$ cat src/hdl/epcs_cfg.svh
// constants of the pogo-line sequencer: clock, timing, command bytes
// assumes a 125 MHz system clock; included by bare name
`ifndef EPCS_CFG_SVH
`define EPCS_CFG_SVH

`define EPCS_CLK_HZ      125000000
`define EPCS_TICK_MS     10
`define EPCS_TICK_CYCLES (`EPCS_CLK_HZ / 1000 * `EPCS_TICK_MS)
`define EPCS_BAUD        1200
`define EPCS_BIT_CYCLES  (`EPCS_CLK_HZ / `EPCS_BAUD)
`define EPCS_FRAME_BITS  10
`define EPCS_CMD_HI      8'h9a
`define EPCS_CMD_LO      8'h5a
`define EPCS_RSP_RIGHT   8'h6a
`define EPCS_RSP_LEFT    8'h6b
`define EPCS_PAT_TICKS   4
`define EPCS_RSP_TICKS   50
`define EPCS_FLASH_TICKS 20
`define EPCS_FIFO_DEPTH  32
`define EPCS_SEG_W       16

`endif

$ cat src/hdl/epcs_pkg.sv
// types of the pogo-line sequencer
// assumes nothing beyond a SystemVerilog compiler
package epcs_pkg;

  typedef enum logic [2:0] {
    EPCS_ST_IDLE    = 3'h0,
    EPCS_ST_PAT_HI1 = 3'h1,
    EPCS_ST_PAT_LO  = 3'h2,
    EPCS_ST_PAT_HI2 = 3'h3,
    EPCS_ST_SEND    = 3'h4,
    EPCS_ST_WAIT    = 3'h5,
    EPCS_ST_FLASH   = 3'h6
  } epcs_state_t;

  typedef enum logic [1:0] {
    EPCS_TOPO_SPLIT  = 2'h0,
    EPCS_TOPO_SHARED = 2'h1,
    EPCS_TOPO_JOINED = 2'h2
  } epcs_topo_t;

endpackage

$ cat src/hdl/epcs_seq.sv
// charging-case sequencer for two earbud pogo lines
// assumes external switches, open-drain pads with pull-up and a lid sensor
// Notes on behaviour
// [RQ1] both ends exchange bytes as asynchronous frames at 1200 baud
// [RQ2] with no exchange running, lines sit at the charging level
// [RQ3] a falling lid-sensor level means lid closed and starts a sequence
// [RQ4] before command bytes, a high-low-high start pattern is sent
// [RQ5] after the pattern the command bytes 0x9a then 0x5a are sent
// [RQ6] the right earbud answers the command with byte 0x6a
// [RQ7] charging closes charge switch, opens comm switch; never both closed
// [RQ8] communicating closes comm switch, opens charge switch; idles high
// [RQ9] transmit is open-drain: only a low is driven, high is released
// [RQ10] all sequencing steps on a 10 ms tick from the clock; lid start, end of send and early answers step without a tick
// [RQ11] valid answer flashes led once right, twice left, thrice both
// [RQ12] left and right earbuds answer with distinguishable bytes
// [RQ13] two channels on split lines exchange with both at once
// [RQ14] one channel on two lines talks to one earbud at a time
// [RQ15] joined lines: case alone starts, both earbuds get the broadcast
// [RQ16] released line reads high, pulled line reads low
// [RQ17] frames are one start, eight data lsb first, no parity, one stop
// [RQ18] no answer within a tick budget ends without flash, back to charge
// [RQ19] each start pattern segment lasts a set number of ticks
`include "epcs_cfg.svh"

module epcs_seq #(
  parameter int         TICK_CYCLES = `EPCS_TICK_CYCLES,
  parameter int         BIT_CYCLES  = `EPCS_BIT_CYCLES,
  parameter int         PAT_TICKS   = `EPCS_PAT_TICKS,
  parameter int         RSP_TICKS   = `EPCS_RSP_TICKS,
  parameter int         FLASH_TICKS = `EPCS_FLASH_TICKS,
  parameter int         FIFO_DEPTH  = `EPCS_FIFO_DEPTH,
  parameter logic [7:0] RSP_RIGHT   = `EPCS_RSP_RIGHT,
  parameter logic [7:0] RSP_LEFT    = `EPCS_RSP_LEFT
) (
  input  wire logic                 i_clk,
  input  wire logic                 i_arst_n,
  input  wire epcs_pkg::epcs_topo_t i_topology,
  input  wire logic                 i_lid_sense,
  input  wire logic [1:0]           i_line,
  output logic [1:0]                o_line_out,
  output logic [1:0]                o_line_oe_n,
  output logic [1:0]                o_charge_sw,
  output logic [1:0]                o_comm_sw,
  output logic                      o_led,
  output logic                      o_busy
);
  import epcs_pkg::*;

  localparam int SW = `EPCS_SEG_W;
  localparam int TW = $clog2(TICK_CYCLES);
  localparam int BW = $clog2(BIT_CYCLES);
  localparam logic [TW-1:0] TICK_LAST  = TW'(TICK_CYCLES - 1);
  localparam logic [BW-1:0] BIT_LAST   = BW'(BIT_CYCLES - 1);
  localparam logic [SW-1:0] PAT_LAST   = SW'(PAT_TICKS - 1);
  localparam logic [SW-1:0] RSP_LAST   = SW'(RSP_TICKS - 1);
  localparam logic [SW-1:0] FLASH_LAST = SW'(FLASH_TICKS - 1);
  localparam logic [3:0]    STOP_BIT   = 4'(`EPCS_FRAME_BITS - 1);

  generate
    if (TICK_CYCLES < 2 || BIT_CYCLES < 4 || PAT_TICKS < 1 ||
        RSP_TICKS < 1 || FLASH_TICKS < 1 || PAT_TICKS >= (1 << SW) ||
        RSP_TICKS >= (1 << SW) || FLASH_TICKS >= (1 << SW)) begin : g_bad
      $error("epcs_seq: parameter out of range");
    end
  endgenerate

  epcs_state_t   state_reg;
  epcs_state_t   state_next;
  logic [TW-1:0] tick_cnt_reg;
  logic [SW-1:0] seg_reg;
  logic [SW-1:0] seg_next;
  logic          lid_prev_reg;
  logic          pass_reg;
  logic          pass_next;
  logic [1:0]    got_reg;
  logic [1:0]    got_next;
  logic [1:0]    cmd_idx_reg;
  logic [1:0]    cmd_idx_next;
  logic          send_go_reg;
  logic          send_go_next;
  logic [1:0]    flash_left_reg;
  logic [1:0]    flash_left_next;
  logic          led_reg;
  logic          led_next;
  logic [1:0]    chg_reg;
  logic [1:0]    comm_reg;
  logic [1:0]    oe_n_reg;
  logic          tx_busy_reg;
  logic [9:0]    tx_sh_reg;
  logic [3:0]    tx_bit_reg;
  logic [BW-1:0] tx_cnt_reg;
  logic [7:0]    rx_data [2];
  logic [1:0]    rx_valid;
  logic [1:0]    rx_en;
  logic [1:0]    hit_right;
  logic [1:0]    hit_left;

  wire           tick;
  wire           lid_fall;
  wire           shared;
  wire [1:0]     act;
  wire           in_comm;
  wire           pat_lo;
  wire           pat_done;
  wire           rsp_end;
  wire [1:0]     got_hit;
  wire           all_in;
  wire           cmd_push;
  wire           cmd_fire;
  wire [7:0]     cmd_byte;
  wire           fifo_in_ready;
  wire           fifo_out_valid;
  wire [7:0]     fifo_out_data;
  wire           tx_pop;
  wire           tx_bit_end;
  wire           tx_low;
  wire           send_done;

  // [RQ10] free-running tick
  assign tick     = tick_cnt_reg == TICK_LAST;
  // [RQ3] lid closing edge
  assign lid_fall = lid_prev_reg && !i_lid_sense;

  // [RQ14] one line per pass
  assign shared = i_topology == EPCS_TOPO_SHARED;
  // [RQ13] split and joined lines both active
  assign act    = shared ? (pass_reg ? 2'b10 : 2'b01) : 2'b11;

  assign pat_lo   = state_reg == EPCS_ST_PAT_LO;
  assign in_comm  = pat_lo || state_reg == EPCS_ST_SEND ||
                    state_reg == EPCS_ST_WAIT;
  // [RQ19] segment length in ticks
  assign pat_done = tick && seg_reg == PAT_LAST;
  // [RQ18] answer budget
  assign rsp_end  = tick && seg_reg == RSP_LAST;

  // [RQ12] answer byte tells which earbud
  assign got_hit = got_reg | {|hit_left, |hit_right};
  assign all_in  = (got_hit & act) == act;

  // [RQ5] two command bytes, high byte first
  assign cmd_push = state_reg == EPCS_ST_SEND && cmd_idx_reg != 2'h2;
  assign cmd_fire = cmd_push && fifo_in_ready;
  assign cmd_byte = (cmd_idx_reg == 2'h0) ? `EPCS_CMD_HI : `EPCS_CMD_LO;

  assign tx_pop     = fifo_out_valid && !tx_busy_reg && send_go_reg &&
                      state_reg == EPCS_ST_SEND;
  // [RQ1] bit period from baud rate
  assign tx_bit_end = tx_busy_reg && tx_cnt_reg == BIT_LAST;
  assign tx_low     = tx_busy_reg && !tx_sh_reg[0];
  assign send_done  = send_go_reg && cmd_idx_reg == 2'h2 &&
                      !fifo_out_valid && !tx_busy_reg;

  // [RQ9] pad output fixed low, enable carries data
  assign o_line_out  = 2'b00;
  assign o_line_oe_n = oe_n_reg;
  assign o_charge_sw = chg_reg;
  assign o_comm_sw   = comm_reg;
  assign o_led       = led_reg;
  assign o_busy      = state_reg != EPCS_ST_IDLE;

  epcs_fifo #(
    .WIDTH (8),
    .DEPTH (FIFO_DEPTH)
  ) u_tx_fifo (
    .i_clk       (i_clk),
    .i_arst_n    (i_arst_n),
    .i_in_valid  (cmd_push),
    .i_in_data   (cmd_byte),
    .o_in_ready  (fifo_in_ready),
    .o_out_valid (fifo_out_valid),
    .o_out_data  (fifo_out_data),
    .i_out_ready (tx_pop)
  );

  generate
    for (genvar g = 0; g < 2; g++) begin : g_line
      assign rx_en[g] = state_reg == EPCS_ST_WAIT && act[g];
      epcs_uart_rx #(
        .BIT_CYCLES (BIT_CYCLES)
      ) u_rx (
        .i_clk    (i_clk),
        .i_arst_n (i_arst_n),
        .i_en     (rx_en[g]),
        .i_line   (i_line[g]),
        .o_valid  (rx_valid[g]),
        .o_data   (rx_data[g])
      );
      // [RQ6] right answer byte
      assign hit_right[g] = rx_valid[g] && rx_data[g] == RSP_RIGHT;
      assign hit_left[g]  = rx_valid[g] && rx_data[g] == RSP_LEFT;
    end
  endgenerate

  always_comb begin
    state_next      = state_reg;
    seg_next        = tick ? seg_reg + 1'b1 : seg_reg;
    pass_next       = pass_reg;
    got_next        = got_reg;
    cmd_idx_next    = cmd_fire ? cmd_idx_reg + 2'h1 : cmd_idx_reg;
    send_go_next    = send_go_reg;
    flash_left_next = flash_left_reg;
    led_next        = led_reg;
    case (state_reg)
      EPCS_ST_IDLE: begin
        led_next = 1'b0;
        // [RQ3] lid close starts sequence
        if (lid_fall) begin
          state_next   = EPCS_ST_PAT_HI1;
          seg_next     = '0;
          pass_next    = 1'b0;
          got_next     = 2'b00;
          cmd_idx_next = 2'h0;
        end
      end
      // [RQ4] high, low, high pattern
      EPCS_ST_PAT_HI1: begin
        if (pat_done) begin
          state_next = EPCS_ST_PAT_LO;
          seg_next   = '0;
        end
      end
      EPCS_ST_PAT_LO: begin
        if (pat_done) begin
          state_next = EPCS_ST_PAT_HI2;
          seg_next   = '0;
        end
      end
      EPCS_ST_PAT_HI2: begin
        if (pat_done) begin
          state_next   = EPCS_ST_SEND;
          seg_next     = '0;
          send_go_next = 1'b0;
          cmd_idx_next = 2'h0;
        end
      end
      // one idle tick at logic high before the first frame
      EPCS_ST_SEND: begin
        if (tick) begin
          send_go_next = 1'b1;
        end
        if (send_done) begin
          state_next   = EPCS_ST_WAIT;
          seg_next     = '0;
          send_go_next = 1'b0;
        end
      end
      EPCS_ST_WAIT: begin
        got_next = got_hit;
        if (all_in || rsp_end) begin
          seg_next = '0;
          if (shared && !pass_reg) begin
            // [RQ14] second pass for the left line
            state_next   = EPCS_ST_PAT_HI1;
            pass_next    = 1'b1;
            cmd_idx_next = 2'h0;
          end else if (got_hit != 2'b00) begin
            // [RQ11] flash count equals answer bits
            state_next      = EPCS_ST_FLASH;
            flash_left_next = got_hit;
            led_next        = 1'b1;
          end else begin
            // [RQ18] silent earbuds, back to charging
            state_next = EPCS_ST_IDLE;
          end
        end
      end
      EPCS_ST_FLASH: begin
        if (tick && seg_reg == FLASH_LAST) begin
          seg_next = '0;
          if (led_reg) begin
            led_next        = 1'b0;
            flash_left_next = flash_left_reg - 2'h1;
          end else if (flash_left_reg == 2'h0) begin
            state_next = EPCS_ST_IDLE;
          end else begin
            led_next = 1'b1;
          end
        end
      end
      default: begin
        state_next = EPCS_ST_IDLE;
      end
    endcase
  end

  always_ff @(posedge i_clk or negedge i_arst_n) begin
    if (!i_arst_n) begin
      state_reg      <= EPCS_ST_IDLE;
      tick_cnt_reg   <= '0;
      seg_reg        <= '0;
      lid_prev_reg   <= 1'b1;
      pass_reg       <= 1'b0;
      got_reg        <= 2'b00;
      cmd_idx_reg    <= 2'h0;
      send_go_reg    <= 1'b0;
      flash_left_reg <= 2'h0;
      led_reg        <= 1'b0;
    end else begin
      state_reg      <= state_next;
      tick_cnt_reg   <= tick ? '0 : tick_cnt_reg + 1'b1;
      seg_reg        <= seg_next;
      lid_prev_reg   <= i_lid_sense;
      pass_reg       <= pass_next;
      got_reg        <= got_next;
      cmd_idx_reg    <= cmd_idx_next;
      send_go_reg    <= send_go_next;
      flash_left_reg <= flash_left_next;
      led_reg        <= led_next;
    end
  end

  // [RQ2] charging by default and between exchanges
  // [RQ7] switch pair driven from one term, never both closed
  // [RQ8] comm path during pattern low, send and wait
  always_ff @(posedge i_clk or negedge i_arst_n) begin
    if (!i_arst_n) begin
      chg_reg  <= 2'b11;
      comm_reg <= 2'b00;
      oe_n_reg <= 2'b11;
    end else begin
      chg_reg  <= ~(act & {2{in_comm}});
      comm_reg <= act & {2{in_comm}};
      oe_n_reg <= ~(act & {2{in_comm && (pat_lo || tx_low)}});
    end
  end

  // [RQ17] 8N1 transmit shifter
  // [RQ15] one shifter feeds every active line
  always_ff @(posedge i_clk or negedge i_arst_n) begin
    if (!i_arst_n) begin
      tx_busy_reg <= 1'b0;
      tx_sh_reg   <= 10'h3ff;
      tx_bit_reg  <= 4'h0;
      tx_cnt_reg  <= '0;
    end else if (tx_pop) begin
      tx_busy_reg <= 1'b1;
      tx_sh_reg   <= {1'b1, fifo_out_data, 1'b0};
      tx_bit_reg  <= 4'h0;
      tx_cnt_reg  <= '0;
    end else if (tx_bit_end) begin
      tx_cnt_reg  <= '0;
      tx_sh_reg   <= {1'b1, tx_sh_reg[9:1]};
      tx_bit_reg  <= tx_bit_reg + 4'h1;
      tx_busy_reg <= tx_bit_reg != STOP_BIT;
    end else if (tx_busy_reg) begin
      tx_cnt_reg <= tx_cnt_reg + 1'b1;
    end
  end

  a_switch_excl: // [RQ7]
  assert property (@(posedge i_clk) disable iff (!i_arst_n)
    (o_charge_sw & o_comm_sw) == 2'b00)
    else $error("charge and comm switches closed together");

  a_idle_charge: // [RQ2]
  assert property (@(posedge i_clk) disable iff (!i_arst_n)
    (state_reg == EPCS_ST_IDLE && $past(state_reg) == EPCS_ST_IDLE)
      |-> (o_charge_sw == 2'b11 && o_line_oe_n == 2'b11))
    else $error("line not charging while idle");

  a_lid_start: // [RQ3]
  assert property (@(posedge i_clk) disable iff (!i_arst_n)
    (state_reg == EPCS_ST_IDLE && $fell(i_lid_sense))
      |=> state_reg == EPCS_ST_PAT_HI1)
    else $error("lid close did not start the pattern");

  a_pat_order: // [RQ4]
  assert property (@(posedge i_clk) disable iff (!i_arst_n)
    (state_reg == EPCS_ST_PAT_LO ##1 state_reg != EPCS_ST_PAT_LO)
      |-> state_reg == EPCS_ST_PAT_HI2 && $past(tick))
    else $error("pattern low not followed by high");

  a_pat_low_drive: // [RQ4]
  assert property (@(posedge i_clk) disable iff (!i_arst_n)
    (pat_lo && $past(pat_lo)) |-> (o_line_oe_n == ~act &&
      (o_charge_sw & act) == 2'b00))
    else $error("pattern low segment not pulling the line");

  a_cmd_order: // [RQ5]
  assert property (@(posedge i_clk) disable iff (!i_arst_n)
    tx_pop |-> fifo_out_data == ($past(tx_busy_reg) ? `EPCS_CMD_LO :
      `EPCS_CMD_HI))
    else $error("command byte out of order");

  a_comm_path: // [RQ8]
  assert property (@(posedge i_clk) disable iff (!i_arst_n)
    (state_reg == EPCS_ST_WAIT && $past(state_reg) == EPCS_ST_WAIT)
      |-> (o_comm_sw == act && o_charge_sw == ~act &&
      o_line_oe_n == 2'b11))
    else $error("comm path not set while waiting for answer");

  a_open_drain: // [RQ9]
  assert property (@(posedge i_clk) disable iff (!i_arst_n)
    (o_line_out == 2'b00) && ((~o_line_oe_n & ~o_comm_sw) == 2'b00))
    else $error("line driven outside the comm path or driven high");

  a_tick_pace: // [RQ10]
  assert property (@(posedge i_clk) disable iff (!i_arst_n)
    (state_reg == EPCS_ST_PAT_HI1 && !tick) |=>
      (state_reg == EPCS_ST_PAT_HI1 && seg_reg == $past(seg_reg)))
    else $error("pattern stepped without a tick");

  a_flash_count: // [RQ11]
  assert property (@(posedge i_clk) disable iff (!i_arst_n)
    (state_reg == EPCS_ST_WAIT ##1 state_reg == EPCS_ST_FLASH)
      |-> (flash_left_reg == got_reg && got_reg != 2'b00) ##1 o_led)
    else $error("flash count does not match answers");

  a_timeout_idle: // [RQ18]
  assert property (@(posedge i_clk) disable iff (!i_arst_n)
    (state_reg == EPCS_ST_WAIT && rsp_end && got_hit == 2'b00 &&
      !(shared && !pass_reg)) |=> state_reg == EPCS_ST_IDLE ##1 !o_led)
    else $error("timeout did not end the exchange");

  a_shared_single: // [RQ14]
  assert property (@(posedge i_clk) disable iff (!i_arst_n)
    (shared && $past(shared)) |-> $countones(o_comm_sw) <= 1)
    else $error("shared channel talking to both lines");

  a_split_both: // [RQ13]
  assert property (@(posedge i_clk) disable iff (!i_arst_n)
    (!shared && state_reg == EPCS_ST_SEND &&
      $past(state_reg) == EPCS_ST_SEND) |-> o_comm_sw == 2'b11)
    else $error("both lines not served together");

  a_tx_start: // [RQ17]
  assert property (@(posedge i_clk) disable iff (!i_arst_n)
    tx_pop |=> tx_low ##1 (o_line_oe_n & act) == 2'b00)
    else $error("frame does not open with a low start bit");

endmodule

$ cat src/hdl/epcs_fifo.sv
// flip-flop FIFO with valid/ready on both sides
// assumes one clock; depth is a power of two
`include "epcs_cfg.svh"

module epcs_fifo #(
  parameter int WIDTH = 8,
  parameter int DEPTH = `EPCS_FIFO_DEPTH
) (
  input  wire logic             i_clk,
  input  wire logic             i_arst_n,
  input  wire logic             i_in_valid,
  input  wire logic [WIDTH-1:0] i_in_data,
  output logic                  o_in_ready,
  output logic                  o_out_valid,
  output logic [WIDTH-1:0]      o_out_data,
  input  wire logic             i_out_ready
);
  localparam int AW = $clog2(DEPTH);

  generate
    if (DEPTH < 2 || (1 << AW) != DEPTH || WIDTH < 1) begin : g_bad
      $error("epcs_fifo: depth must be a power of two above one");
    end
  endgenerate

  logic [WIDTH-1:0] mem_reg [DEPTH];
  logic [AW:0]      wr_reg;
  logic [AW:0]      rd_reg;
  wire              push;
  wire              pop;
  wire              full;
  wire  [AW:0]      level;

  assign full        = (wr_reg[AW] != rd_reg[AW]) &&
                       (wr_reg[AW-1:0] == rd_reg[AW-1:0]);
  assign level       = wr_reg - rd_reg;
  assign o_in_ready  = !full;
  assign o_out_valid = wr_reg != rd_reg;
  assign o_out_data  = mem_reg[rd_reg[AW-1:0]];
  assign push        = i_in_valid && o_in_ready;
  assign pop         = o_out_valid && i_out_ready;

  always_ff @(posedge i_clk) begin
    if (push) begin
      mem_reg[wr_reg[AW-1:0]] <= i_in_data;
    end
  end

  always_ff @(posedge i_clk or negedge i_arst_n) begin
    if (!i_arst_n) begin
      wr_reg <= '0;
      rd_reg <= '0;
    end else begin
      if (push) begin
        wr_reg <= wr_reg + 1'b1;
      end
      if (pop) begin
        rd_reg <= rd_reg + 1'b1;
      end
    end
  end

  a_fifo_level_step: // [RQ5]
  assert property (@(posedge i_clk) disable iff (!i_arst_n)
    (push && !pop) |=> (level == $past(level) + 1'b1))
    else $error("fifo level did not rise on push");

endmodule

$ cat src/hdl/epcs_uart_rx.sv
// serial byte receiver for one pogo line, 8N1, least significant bit first
// assumes the line input is synchronous to i_clk; idle level is high
`include "epcs_cfg.svh"

module epcs_uart_rx #(
  parameter int BIT_CYCLES = `EPCS_BIT_CYCLES
) (
  input  wire logic       i_clk,
  input  wire logic       i_arst_n,
  input  wire logic       i_en,
  input  wire logic       i_line,
  output logic            o_valid,
  output logic [7:0]      o_data
);
  localparam int CW = $clog2(BIT_CYCLES + 1);
  localparam logic [CW-1:0] HALF = CW'(BIT_CYCLES / 2);
  localparam logic [CW-1:0] FULL = CW'(BIT_CYCLES - 1);

  generate
    if (BIT_CYCLES < 4) begin : g_bad
      $error("epcs_uart_rx: bit period too short");
    end
  endgenerate

  logic          prev_reg;
  logic          busy_reg;
  logic [CW-1:0] cnt_reg;
  logic [3:0]    bit_reg;
  logic [7:0]    sh_reg;
  logic          valid_reg;
  logic [7:0]    data_reg;
  wire           start;
  wire           sample;

  // released line reads high, pulled line reads low
  // [RQ16] falling edge start
  assign start  = i_en && !busy_reg && prev_reg && !i_line;
  assign sample = busy_reg &&
                  (cnt_reg == ((bit_reg == 4'h0) ? HALF : FULL));
  assign o_valid = valid_reg;
  assign o_data  = data_reg;

  // [RQ17] start, data, stop
  always_ff @(posedge i_clk or negedge i_arst_n) begin
    if (!i_arst_n) begin
      prev_reg  <= 1'b1;
      busy_reg  <= 1'b0;
      cnt_reg   <= '0;
      bit_reg   <= 4'h0;
      sh_reg    <= 8'h00;
      valid_reg <= 1'b0;
      data_reg  <= 8'h00;
    end else begin
      prev_reg  <= i_line;
      valid_reg <= 1'b0;
      if (!i_en) begin
        busy_reg <= 1'b0;
      end else if (start) begin
        busy_reg <= 1'b1;
        cnt_reg  <= '0;
        bit_reg  <= 4'h0;
      end else if (sample) begin
        cnt_reg <= '0;
        bit_reg <= bit_reg + 4'h1;
        if (bit_reg == 4'h0 && i_line) begin
          busy_reg <= 1'b0;
        end else if (bit_reg == 4'h9) begin
          busy_reg <= 1'b0;
          if (i_line) begin
            valid_reg <= 1'b1;
            data_reg  <= sh_reg;
          end
        end else if (bit_reg != 4'h0) begin
          sh_reg <= {i_line, sh_reg[7:1]};
        end
      end else if (busy_reg) begin
        cnt_reg <= cnt_reg + 1'b1;
      end
    end
  end

  a_rx_stop_high: // [RQ17]
  assert property (@(posedge i_clk) disable iff (!i_arst_n)
    o_valid |-> ($past(i_line) && $past(busy_reg) && !busy_reg))
    else $error("byte accepted without a high stop bit");

endmodule

$ cat config.mk
export PLATFORM = sky130hd
export DESIGN_NAME = epcs_seq
export DESIGN_NICKNAME = d
export VERILOG_FILES = /design/src/hdl/epcs_pkg.sv /design/src/hdl/epcs_seq.sv /design/src/hdl/epcs_fifo.sv /design/src/hdl/epcs_uart_rx.sv
export VERILOG_INCLUDE_DIRS = /design/src /design/src/hdl
export SDC_FILE = /design/constraint.sdc
export NUM_CORES = 1
export LEC_CHECK = 0
export ABC_AREA = 0
export CELL_PAD_IN_SITES_DETAIL_PLACEMENT = 1
export CELL_PAD_IN_SITES_GLOBAL_PLACEMENT = 2
export CORE_ASPECT_RATIO = 1.75
export CORE_MARGIN = 4
export CORE_UTILIZATION = 47
export DETAILED_ROUTE_END_ITERATION = 12
export DONT_BUFFER_PORTS = 1
export PLACE_DENSITY = 0.91
export SYNTH_ARGS = -nofsm -noshare
export SYNTH_HDL_FRONTEND = slang
export SYNTH_SLANG_ARGS = --single-unit
$ cat constraint.sdc
create_clock -name i_clk -period 7.2 [get_ports i_clk]
set_input_delay 0.72 -clock i_clk [delete_from_list [all_inputs] [get_ports i_clk]]
set_output_delay 0.72 -clock i_clk [all_outputs]
set_load 0.02 [all_outputs]
# Yosys cells after proc, flatten, opt, wreduce, memory -nomap -nowiden
# Memory sizes are Yosys's and may differ from the RTL's.
# Cells that the tools add are included.
# totals
regBits	180
ramBits	256
mem_count	1
# memory_table
memory	words	width	rd	rd_clocked_by_memory_dff	wr	line	text
u_tx_fifo.mem_reg	32	8	1	0	1	epcs_fifo.sv:26	logic [WIDTH-1:0] mem_reg [DEPTH];
# op_classes
n_addsub	12
eq_ne	45
n_mux	97
bitwise	12
n_reduce_logical	86
# op_table
op	count
$mux W17	11
$mux W16	6
$pmux W16 S5	1
$add A17 B1 Y17 const B	3
$mux W1	38
$eq A17 B17 Y1	2
$logic_and A1 B1 Y1	34
$mux W3	11
$eq A8 B7 Y1 const B	4
$reduce_and A6 Y1	5
$mux W2	13
$mux W4	6
$add A21 B1 Y21 const B	1
$eq A21 B21 Y1 const B	1
$mux W21	1
$pmux W3 S7	1
$mux W10	2
$ne A2 B2 Y1 const B	10
$eq A17 B17 Y1 const B	1
$add A16 B1 Y16 const B	1
$eq A16 B2 Y1 const B	1
$eq A16 B5 Y1 const B	1
$eq A16 B6 Y1 const B	1
$reduce_bool A3 Y1	5
40 further kinds	92

# Longest topological paths before layout
# Gate-level depths: netlist of the first run.
# depth
word_depth	9
depth_mapped	12

# Hierarchy
# From an unflattened synthesis of the first run, not the netlist that was laid out.
# hier_totals
cells_unflattened	1304
hier_area_um2	19137.1
# modules_own_cells
module	n_inst	cells_each	area_per_inst_um2	seq_area_each_um2
epcs_fifo	1	469	10561.4	7987.7
epcs_seq	1	489	4687.0	2194.6
epcs_uart_rx	2	173	1944.4	1002.2

# Worst setup path after synthesis of the first run
# OpenSTA, ideal clock, no wires.
# synth_path
path_type	register -> register
from	reg g_line[0].u_rx.bit_reg[0]
to	reg g_line[0].u_rx.sh_reg[0]
arrival_ns	2.767
t_required_ns	7.075
setup_slack_ns	4.308
path_stages_with_launch	12
path_buffers	3
synth_period_minus_slack_ns	2.892
path_cell_list	dfrtp_1 > inv_1 > ha_1 > or3b_1 > buf_6 > nor4b_4 > a32oi_1 > or4_1 > clkbuf_2 > or3_1 > buf_6 > mux2_4
# synth_between
elab_chain_len	5
elab_cells_between_ends	10
# synth_lines
element	line	text
start: declaration	epcs_uart_rx.sv:28	logic [3:0] bit_reg;
start signal: assignment	epcs_uart_rx.sv:64	bit_reg <= bit_reg + 4'h1;
$logic_not A4 Y1	epcs_uart_rx.sv:39, epcs_uart_rx.sv:65	
$mux W17	epcs_uart_rx.sv:39	(cnt_reg == ((bit_reg == 4'h0) ? HALF : FULL));
$eq A17 B17 Y1	epcs_uart_rx.sv:39	
$logic_and A1 B1 Y1	epcs_uart_rx.sv:38	assign sample = busy_reg &&
$reduce_and A6 Y1 (no source line) (*)	-	
end signal: assignment	epcs_uart_rx.sv:74	sh_reg <= {i_line, sh_reg[7:1]};
end: declaration	epcs_uart_rx.sv:29	logic [7:0] sh_reg;
# Mark *: on every way between the ends. The rest lies on a longest branch, timed or not.
# A chain may end at the register's enable or synchronous reset.

# Worst setup path in the final report of the first run
# layout_path
from	reg g_line[1].u_rx.bit_reg[1]
to	reg g_line[1].u_rx.data_reg[6]
# layout_between
elab_chain_len	5
elab_cells_between_ends	8
# layout_lines
element	line	text
start: declaration	epcs_uart_rx.sv:28	
start signal: assignment	epcs_uart_rx.sv:64	
$logic_not A4 Y1	epcs_uart_rx.sv:39, epcs_uart_rx.sv:65	
$mux W17	epcs_uart_rx.sv:39	
$eq A17 B17 Y1	epcs_uart_rx.sv:39	
$logic_and A1 B1 Y1	epcs_uart_rx.sv:38	
$reduce_and A6 Y1 (no source line) (*)	-	
end signal: assignment	epcs_uart_rx.sv:71	data_reg <= sh_reg;
end: declaration	epcs_uart_rx.sv:31	logic [7:0] data_reg;
# Marks and branches as above.

==> results of run 1 <==
-- final cells by class --
class / count / area (µm²) / share of cell area (%)
sequential: 243 / 6420 / 49.8
timing repair buffer: 11 / 108 / 0.835
tap: 312 / 390 / 3.03
multi-input combinational: 772 / 5140 / 39.9
inverter: 23 / 86.3 / 0.670
clock inverter: 13 / 123 / 0.952
clock buffer: 29 / 618 / 4.80
-- power groups by stage --
stage                     registers, µW  logic (µW)  clock network, µW
after floorplan                    1440        4.34                  0
after global placement             1440        4.15                  0
after detailed placement           1440        4.18                  0
after CTS                          1410        27.0               1240
after global routing               1410        29.6               1300
final                              1410        25.2               1210
-- worst max-delay path: stages, from the launching register on --
cell	delay, ns
dfrtp_1	0.40
inv_1	0.10
ha_1	0.21
or3b_2	0.49
nor4b_2	0.28
a32oi_1	0.20
nor4_4	0.47
nor2b_1	0.64
mux2_2	0.42
-- per-stage QoR --
step	utilization (%)	worst slack [ns]	cell area (µm²)	std cells	power [µW]
global route	52.1	3.53	12900	1403	2740
detailed placement	48.9	3.83	12100	1358	1440
finish	52.1	3.86	12900	1403	2650
global placement	48.9	3.96	12100	1358	1440
floorplan	-	4.31	11900	1087	1440
CTS	52.1	3.80	12900	1403	2680
-- layer usage --
layer  share of wire [%]  routed length, µm  vias to the layer above
met5                   0                  0                        -
met4                 2.7                751                        0
met3                 2.4                650                       48
met2                  57              15600                       74
met1                  38              10500                     4243
li1                    -                  -                     3842
-- logic make-up after synthesis --
family,count (synthesis)
xor+xnor,74
fa+ha+maj,23
compound gates,145
buf+inv,72
simple gates,472
flops,243
other cells,1
mux,56
-- placed cells by master, fill, tap and decap left out, types with 8 or more instances in the layout --
master     count
buf_4          8
dfrtp_1      163
mux4_2        20
nand4_1       25
clkbuf_16     23
edfxtp_1      64
mux2i_1        9
nor2b_1       11
inv_1         23
and4_1         9
o21ai_0       67
nor2_1       145
nand3b_1       8
and3_1        23
a21oi_1       26
and2_1         8
nand2_1      112
xor2_1        37
mux2_2        19
xnor2_1       37
dfstp_2       16
nor3_1        22
nand3_1       42
ha_1          23
-- path summary, 6_finish.rpt --
check,from,to,slack (ns),cells after the start
min reg2reg,g_line[0].u_rx.o_data[4],g_line[0].u_rx.o_data[4],0.46,2
min in group i_clk,i_lid_sense,lid_prev_reg,0.17,0
max,g_line[1].u_rx.bit_reg[1],g_line[1].u_rx.o_data[6],3.86,8
max in group asynchronous,i_arst_n,g_line[0].u_rx.bit_reg[2],6.33,1
min,i_arst_n,o_charge_sw[0],0.03,0
max reg2reg,g_line[1].u_rx.bit_reg[1],g_line[1].u_rx.o_data[6],3.86,8
==> impl_metrics.json, run 1 <==
{
  "status": "complete, no violations",
  "syn_area_per_cell_um2": 10.9,
  "p_leak_uw": 0.00531,
  "post_cts_buffers": 0,
  "cts.repair.resized": 0,
  "synthToLayoutAreaGrowth_pct": 8.71,
  "cp_max_fo": 8,
  "synthFlopType": "dfrtp_1",
  "largest_reg_flops": 64,
  "rsz0062_at_grt": "false",
  "grt_busiest_layer": "met2",
  "grtUsageMet2_pct": 39.6,
  "synthCells": 1086,
  "globalRouteOverflowTotal": 0,
  "max_slew.worst_pin.slew_ns": 1.07,
  "netSwitchingFraction_pct": 20.8,
  "drc_errors": 0,
  "path_class": "flop to flop",
  "synth_top_family_by_area": "simple AND/OR/NAND/NOR gates",
  "die_h_um": 218,
  "synth_cell_types": 81,
  "antenna_found_initial": 0,
  "htreeDepth": 1,
  "core_um2": 24700,
  "setup_viol": 0,
  "async_flop_share_pct": 73.7,
  "endpoint_kind": "flop",
  "place.gp.congestion": 0.781,
  "num_rows": 76,
  "hold_viol": 0,
  "synthXorXnorAreaFrac_pct": 5.47,
  "initial_core_util_pct": 47.9,
  "detail-route-antenna-nets": 0,
  "p_int_uw": 2100,
  "cts.sinks": 243,
  "clkTransAtPathRegs_ns": 0.07,
  "seq_area_frac_synth_pct": 54.2,
  "cp_data_arrival_time_ns": 3.74,
  "grt_pass1_vias": 9030,
  "die_x_um": 128,
  "slew_viol_final": 0,
  "finalSetupTns_ns": 0,
  "p_sw_uw": 549,
  "use_met3_pct": 2.33,
  "drv_cap": 0,
  "synth_edf_count": 64,
  "period_share_pct": 46.5,
  "dieArea_um2": 27900,
  "start_kind": "flop",
  "grtUsageTotal_pct": 20.5,
  "antennaDiodeCount": 0,
  "io_buffers": 0,
  "boundaryPins": 17,
  "fin_nets": 1104,
  "timing.hold.ws_ns": 0.0282,
  "max-slew-margin-rel_pct": 27.9,
  "fin_crit_ns": 3.34,
  "yosysMostFrequentCell": "dfrtp_1",
  "fmaxAchievable_mhz": 299,
  "synth_top_cells_by_area": "dfrtp_1 (34%), edfxtp_1 (16%), nor2_1 (4.6%)",
  "fillCellCount": 2653,
  "clockPowerShare_pct": 45.7,
  "wl_per_cell_um": 19.6,
  "yosys.area_share.simple_pct": 20.5,
  "power_frac_comb_pct": 1.0,
  "synth_top_cell_area_share_pct": 34.4,
  "met1_usage_pct": 23.0,
  "crit_required_ns": 7.60,
  "syn_area_um2": 11900,
  "synth_top_area_cell": "dfrtp_1",
  "drt_iter0_drc": 310,
  "cts_made_buffers": 23,
  "synth-compound-area-share_pct": 7.46,
  "p_seq_share_pct": 53.3,
  "grt_max_degree": 164,
  "ys_warn_count": 0,
  "place_hpwl_um": 18800,
  "synthAdderAreaFrac_pct": 2.43,
  "via_per_inst": 5.85,
  "synthTopCellsByCount": "dfrtp_1 (163), nor2_1 (145), nand2_1 (112)",
  "drt-total-wl_um": 27500,
  "vias": 8207,
  "ys_seq_elements": 243,
  "finClkSkew_ns": 0.0250,
  "min_path_type": "input pin to asynchronous set/reset pin",
  "grt_pass1_wl_um": 46600,
  "cts_tree": "built",
  "drive_gt1_share_pct": 11.8,
  "ir_drop_mv": 0.137,
  "cts_hold_buf": 3,
  "root_buffer": "clkbuf_16",
  "firstDrtPassIters": 4,
  "cts_max_path_buffers": 3,
  "p_per_area_nw_per_um2": 205,
  "synthMuxAreaShare_pct": 7.35,
  "clk_latency_ns": 0.54
}
Power figures use the tool's default switching activity.
==> run 2, diff against run 1 <==
--- a/config.mk
+++ b/config.mk
@@ -6,15 +6,15 @@
 export SDC_FILE = /design/constraint.sdc
 export NUM_CORES = 1
 export LEC_CHECK = 0
-export ABC_AREA = 0
+export ABC_AREA = 1
 export CELL_PAD_IN_SITES_DETAIL_PLACEMENT = 1
 export CELL_PAD_IN_SITES_GLOBAL_PLACEMENT = 2
 export CORE_ASPECT_RATIO = 1.75
 export CORE_MARGIN = 4
-export CORE_UTILIZATION = 47
+export CORE_UTILIZATION = 40
 export DETAILED_ROUTE_END_ITERATION = 12
 export DONT_BUFFER_PORTS = 1
-export PLACE_DENSITY = 0.91
+export PLACE_DENSITY = 0.86
 export SYNTH_ARGS = -nofsm -noshare
 export SYNTH_HDL_FRONTEND = slang
 export SYNTH_SLANG_ARGS = --single-unit
==> constraint.sdc (replaced) <==
create_clock -name i_clk -period 3.28 [get_ports i_clk]
set_input_delay 0.328 -clock i_clk [delete_from_list [all_inputs] [get_ports i_clk]]
set_output_delay 0.328 -clock i_clk [all_outputs]
set_load 0.02 [all_outputs]
==> impl_metrics.json, run 2 <==
{
  "detail-route-antenna-nets": 0,
  "core_um2": 30300,
  "boundaryPins": 17,
  "cp.buffers_inverters": 1,
  "initial_core_util_pct": 40.8,
  "slew_viol_final": 0,
  "start_kind": "flop",
  "cp_data_arrival_time_ns": 2.83,
  "grt_max_degree": 180,
  "cts_max_path_buffers": 3,
  "globalRouteOverflowTotal": 0,
  "timing.hold.ws_ns": -0.511,
  "fillCellCount": 3604,
  "clkTransAtPathRegs_ns": 0.06,
  "synthToLayoutAreaGrowth_pct": 10.1,
  "ir_drop_mv": 0.424,
  "cts.sinks": 243,
  "status": "complete, but fails checks",
  "top_layer": "met4",
  "power_frac_comb_pct": 19.8,
  "min_path_type": "input pin to asynchronous set/reset pin",
  "dieArea_um2": 33900,
  "syn_area_um2": 12400,
  "syn_area_per_cell_um2": 8.44,
  "cts_made_buffers": 25,
  "place_hpwl_um": 21100,
  "drv_cap": 0,
  "ys_warn_count": 0,
  "synth_cell_types": 47,
  "p_leak_uw": 0.00595,
  "cts.repair.resized": 0,
  "post_cts_buffers": 0,
  "p_seq_share_pct": 45.3,
  "htreeDepth": 1,
  "synth_top_cell_area_share_pct": 33.0,
  "num_rows": 84,
  "firstDrtPassIters": 4,
  "place.gp.congestion": 0.793,
  "violations": "hold timing",
  "async_flop_share_pct": 73.7,
  "netSwitchingFraction_pct": 31.9,
  "p_per_area_nw_per_um2": 613,
  "wl_met1_um": 11300,
  "setup_viol": 0,
  "grt_pass1_wl_um": 51600,
  "synthFlopType": "dfrtp_1",
  "rsz0062_at_grt": "false",
  "rrSetupSlack_ns": 0.83,
  "finalPower_uw": 8340,
  "fin_crit_ns": 2.45,
  "max-slew-margin-rel_pct": 36.6,
  "cp_max_fo": 13,
  "multiInputGateArea_um2": 5070,
  "drt_iter0_drc": 232,
  "path_class": "flop to flop",
  "die_h_um": 241,
  "ys_seq_elements": 243,
  "worst-r2r-cell-count": 8,
  "cts_hold_buf": 3,
  "endpoint_kind": "flop",
  "crit_slowest_cell": "nor2_1",
  "yosysMostFrequentCell": "nand2_1",
  "met3RoutedLength_um": 703,
  "seq_area_frac_synth_pct": 52.0,
  "antenna_found_initial": 0,
  "fmaxAchievable_mhz": 409,
  "vias": 9731,
  "finClkSkew_ns": 0.0164,
  "p_sw_uw": 2660,
  "hold_viol": 179,
  "synth_top_area_cell": "dfrtp_1",
  "largest_reg_flops": 64,
  "regArea_um2": 6420,
  "routed-wl-met2_um": 17200,
  "crit_start": "g_line[0].u_rx.bit_reg[0]",
  "finalSetupTns_ns": 0,
  "cpPeakStageDelay_ns": 0.62,
  "synthCells": 1464,
  "timing.rr.start": "g_line[0].u_rx.bit_reg[0]",
  "cts_tree": "built",
  "wl_per_cell_um": 15.9,
  "mostFrequentLayoutCells": "nand2_1 (288), nor2_1 (221), inv_1 (168)",
  "period_share_pct": 74.6,
  "p_int_uw": 5680,
  "root_buffer": "clkbuf_16",
  "via_per_inst": 5.18,
  "crit_required_ns": 3.66,
  "synthTopCellsByCount": "nand2_1 (288), nor2_1 (221), inv_1 (168)",
  "grt_pass1_vias": 10600,
  "clockPowerShare_pct": 34.8,
  "drt-total-wl_um": 29800,
  "io_buffers": 0,
  "max_slew.worst_pin.slew_ns": 0.950,
  "grtUsageTotal_pct": 18.3,
  "fin_nets": 1501,
  "synth_edf_count": 64,
  "crit_chain": "inv_1 -> ha_1 -> nand3_2 -> xor2_1 -> nor3_1 -> nand3_1 -> nor2_1 -> o21ai_0",
  "reg2reg_to": "g_line[0].u_rx.o_data[7]",
  "drive_gt1_share_pct": 7.58,
  "drc_errors": 0,
  "critPathTopFamily": "simple AND/OR/NAND/NOR gates",
  "antennaDiodeCount": 0,
  "die_x_um": 141,
  "synth_top_cells_by_area": "dfrtp_1 (33%), edfxtp_1 (16%), nand2_1 (8.7%)",
  "clk_latency_ns": 0.54,
  "layout_commonest_cell": "nand2_1"
}
run 2: cell count changes after synthesis, moves of 23 or more:
cell / delta
inv_1: +145
xor2_1: +27
xnor2_1: -30
nor2_1: +76
nor3_1: +28
o21ai_0: +40
nand3_1: +78
nand2_1: +176
and3_1: -23
clkbuf_1: -28
run 2: per-layer routing:
layer	up-vias	global-route usage, %
met5	-	0
met3	35	2.12
met2	71	37.2
met4	0	4.58
li1	4766	-
met1	4859	19.7
run 2: layout make-up:
class                           count  share of cell area (%)
Clock buffer                       37                    5.54
Clock inverter                      9                   0.644
Inverter                          182                    5.02
Multi-Input combinational cell   1006                    37.3
Sequential cell                   243                    47.2
Tap cell                          387                    3.56
Timing Repair Buffer               13                   0.773
run 2: power groups by stage:
stage / logic [µW] / registers (µW) / clock network [µW]
after CTS: 1710 / 3780 / 3000
after global routing: 1910 / 3820 / 3120
final: 1650 / 3780 / 2900
after floorplan: 1260 / 3760 / 0
after detailed placement: 1690 / 3840 / 0
after global placement: 1630 / 3820 / 0
run 2: worst max path at each step:
stage	to	slack, ns	depth (start not counted)
3_3_place_gp	g_line[0].u_rx.o_data[2]	0.96	8
3_5_place_dp	g_line[0].u_rx.o_data[7]	0.75	8
6_report	g_line[0].u_rx.o_data[7]	0.83	8
4_1_cts	g_line[0].u_rx.o_data[7]	0.75	8
2_1_floorplan	g_line[0].u_rx.sh_reg[0]	1.44	10
5_1_grt	g_line[0].u_rx.o_data[7]	0.52	9
run 2: kinds of logic after synthesis:
group | share of synthesized area, %
AND/OR/NAND/NOR | 26.1
flip-flops | 52.0
buffers and inverters | 7.08
AO/OA/AOI/OAI | 7.44
XOR/XNOR | 5.03
adder cells (fa/ha/maj) | 2.33
other | 0.0303
run 2: through the flow:
step / hold WS (ns) / utilization [%] / instance area, µm² / std cells / setup slack [ns]
floorplan: 0.0324 / - / 12400 / 1465 / 1.44
global placement: 0.0375 / 42.1 / 12700 / 1828 / 0.959
detailed placement: 0.0370 / 42.1 / 12700 / 1828 / 0.751
CTS: -0.549 / 44.9 / 13600 / 1877 / 0.745
global route: -0.545 / 44.9 / 13600 / 1877 / 0.516
finish: -0.511 / 44.9 / 13600 / 1877 / 0.833
==> run 3, diff against run 2 <==
--- a/config.mk
+++ b/config.mk
@@ -6,15 +6,15 @@
 export SDC_FILE = /design/constraint.sdc
 export NUM_CORES = 1
 export LEC_CHECK = 0
-export ABC_AREA = 1
+export ABC_AREA = 0
 export CELL_PAD_IN_SITES_DETAIL_PLACEMENT = 1
 export CELL_PAD_IN_SITES_GLOBAL_PLACEMENT = 2
 export CORE_ASPECT_RATIO = 1.75
 export CORE_MARGIN = 4
-export CORE_UTILIZATION = 40
+export CORE_UTILIZATION = 43
 export DETAILED_ROUTE_END_ITERATION = 12
 export DONT_BUFFER_PORTS = 1
-export PLACE_DENSITY = 0.86
+export PLACE_DENSITY = 0.85
 export SYNTH_ARGS = -nofsm -noshare
 export SYNTH_HDL_FRONTEND = slang
 export SYNTH_SLANG_ARGS = --single-unit
==> constraint.sdc (replaced) <==
create_clock -name i_clk -period 2.35 [get_ports i_clk]
set_input_delay 0.235 -clock i_clk [delete_from_list [all_inputs] [get_ports i_clk]]
set_output_delay 0.235 -clock i_clk [all_outputs]
set_load 0.02 [all_outputs]
==> impl_metrics.json, run 3 (synthesis results as in run 1) <==
{
  "rrSetupSlack_ns": -0.47,
  "timing.rr.start": "g_line[0].u_rx.bit_reg[0]",
  "fin_nets": 1257,
  "fin_crit_ns": 2.82,
  "reg2reg_to": "g_line[0].u_rx.sh_reg[2]",
  "boundaryPins": 17,
  "min_path_type": "input pin to asynchronous set/reset pin",
  "root_buffer": "clkbuf_16",
  "ir_drop_mv": 0.525,
  "endpoint_kind": "flop",
  "timing.hold.ws_ns": -0.579,
  "p_leak_uw": 0.00627,
  "worst-r2r-cell-count": 9,
  "finClkSkew_ns": 0.0160,
  "cts_hold_buf": 4,
  "drc_errors": 0,
  "grt_max_degree": 180,
  "fin_ws_ns": -0.472,
  "drive_gt1_share_pct": 28.9,
  "globalRouteOverflowTotal": 0,
  "largest_reg_flops": 64,
  "cts_max_path_buffers": 3,
  "crit_start": "g_line[0].u_rx.bit_reg[0]",
  "violations": "hold timing, setup timing",
  "via_per_inst": 5.47,
  "place_worst_setup_slack_ns": -0.558,
  "drv_cap": 0,
  "htreeDepth": 1,
  "place.gp.congestion": 0.806,
  "clkTransAtPathRegs_ns": 0.06,
  "layout_commonest_cell": "dfrtp_1",
  "detail-route-antenna-nets": 0,
  "place_inst": 1542,
  "start_kind": "flop",
  "final_cells": 1613,
  "firstDrtPassIters": 4,
  "rsz0062_at_grt": "true",
  "cts.sinks": 243,
  "cts_tree": "built",
  "max_slew.worst_pin.slew_ns": 0.908,
  "path_class": "flop to flop",
  "core_um2": 27200,
  "p_per_area_nw_per_um2": 562,
  "vias": 8826,
  "period_share_pct": 120,
  "setup_viol": 76,
  "mostFrequentLayoutCells": "dfrtp_1 (163), buf_4 (140), nor2_1 (134)",
  "dieArea_um2": 30400,
  "num_rows": 80,
  "grt_pass1_vias": 9932,
  "cts_made_buffers": 25,
  "finalPower_uw": 8260,
  "io_buffers": 0,
  "place_hpwl_um": 21000,
  "die_h_um": 228,
  "grt_pass1_wl_um": 50900,
  "status": "complete, but fails checks",
  "antenna_found_initial": 0,
  "fmaxAchievable_mhz": 354,
  "grtUsageTotal_pct": 20.5,
  "clk_latency_ns": 0.53,
  "max-slew-margin-rel_pct": 39.4,
  "postPlaceCellArea_um2": 13300,
  "drt-total-wl_um": 30500,
  "finalSetupTns_ns": -15.38,
  "antennaDiodeCount": 0,
  "wl_per_cell_um": 18.9,
  "cp_data_arrival_time_ns": 3.22,
  "crit_required_ns": 2.75,
  "initial_core_util_pct": 43.5,
  "cp_max_fo": 9,
  "hold_viol": 179,
  "slew_viol_final": 0,
  "finalInstanceArea_um2": 14700,
  "drt_iter0_drc": 380,
  "die_x_um": 133,
  "synthToLayoutAreaGrowth_pct": 24.1
}
-- run 3: changes by cell type in the layout (fill, tap and decap cells not counted), sizes merged, moves of 27 or more --
cell	previous run	this run
buf	10	158
inv	182	24
mux2	0	27
nand2	294	112
nand3	125	42
nor2	235	145
nor3	51	22
o21ai	118	67
xnor2	7	37
xor2	64	37
-- run 3: layout make-up --
type	count	area, µm²
Clock inverter	9	97.6
Inverter	23	86.3
Clock buffer	35	693
Multi-Input combinational cell	772	5610
Sequential cell	243	6420
Fill cell	2908	12500
Tap cell	369	462
Timing Repair Buffer	162	1340
-- run 3: worst max path at each step --
| stage | to | slack, ns | cells past startpoint |
|---|---|---|---|
| 6_report | g_line[0].u_rx.sh_reg[2] | -0.47 | 9 |
| 4_1_cts | g_line[0].u_rx.sh_reg[2] | -0.44 | 9 |
| 2_1_floorplan | g_line[0].u_rx.sh_reg[0] | -0.52 | 11 |
| 3_5_place_dp | g_line[0].u_rx.sh_reg[2] | -0.56 | 9 |
| 3_3_place_gp | g_line[0].u_rx.sh_reg[5] | -0.45 | 9 |
| 5_1_grt | g_line[0].u_rx.o_data[7] | -0.58 | 11 |
-- run 3: critical path, stage by stage (launching register included) --
cell and delay [ns]:
dfrtp_1 0.39, inv_2 0.09, ha_4 0.13, or3b_4 0.41, nor4b_4 0.27, a32oi_2 0.15
or4_4 0.45, or3_4 0.34, buf_6 0.16, mux2_4 0.30
-- run 3: through the flow --
| stage | util, % | hold slack (ns) |
|---|---|---|
| after global placement | 48.8 | -0.0489 |
| after detailed placement | 48.8 | -0.0473 |
| after global routing | 54.0 | -0.607 |
| after floorplan | - | -0.0606 |
| final | 54.0 | -0.579 |
| after CTS | 52.7 | -0.615 |
-- run 3: metal layers --
layer | up-vias | track usage, % | wire (µm)
li1 | 4147 | - | -
met1 | 4483 | 22.3 | 11100
met2 | 132 | 40.7 | 17500
met3 | 64 | 2.29 | 821
met4 | 0 | 7.11 | 1030
met5 | - | 0 | 0
-- run 3: power breakdown --
| group | leakage, µW | switching (µW) | internal (µW) | total [µW] |
|---|---|---|---|---|
| registers | 0.00299 | 0.751 | 4320 | 4320 |
| logic | 0.00288 | 12.5 | 10.9 | 23.4 |
| clock network | 0.000392 | 1640 | 2270 | 3910 |
-- run 3: timing repair --
action / in CTS / in global routing
pin swaps: 31 / 53
gates resized for setup: 59 / 77
cloned: 1 / 1
buffers inserted: 11 / 15
endpoints found under the hold margin: 186 / 179
endpoints found under the setup margin: 96 / 158
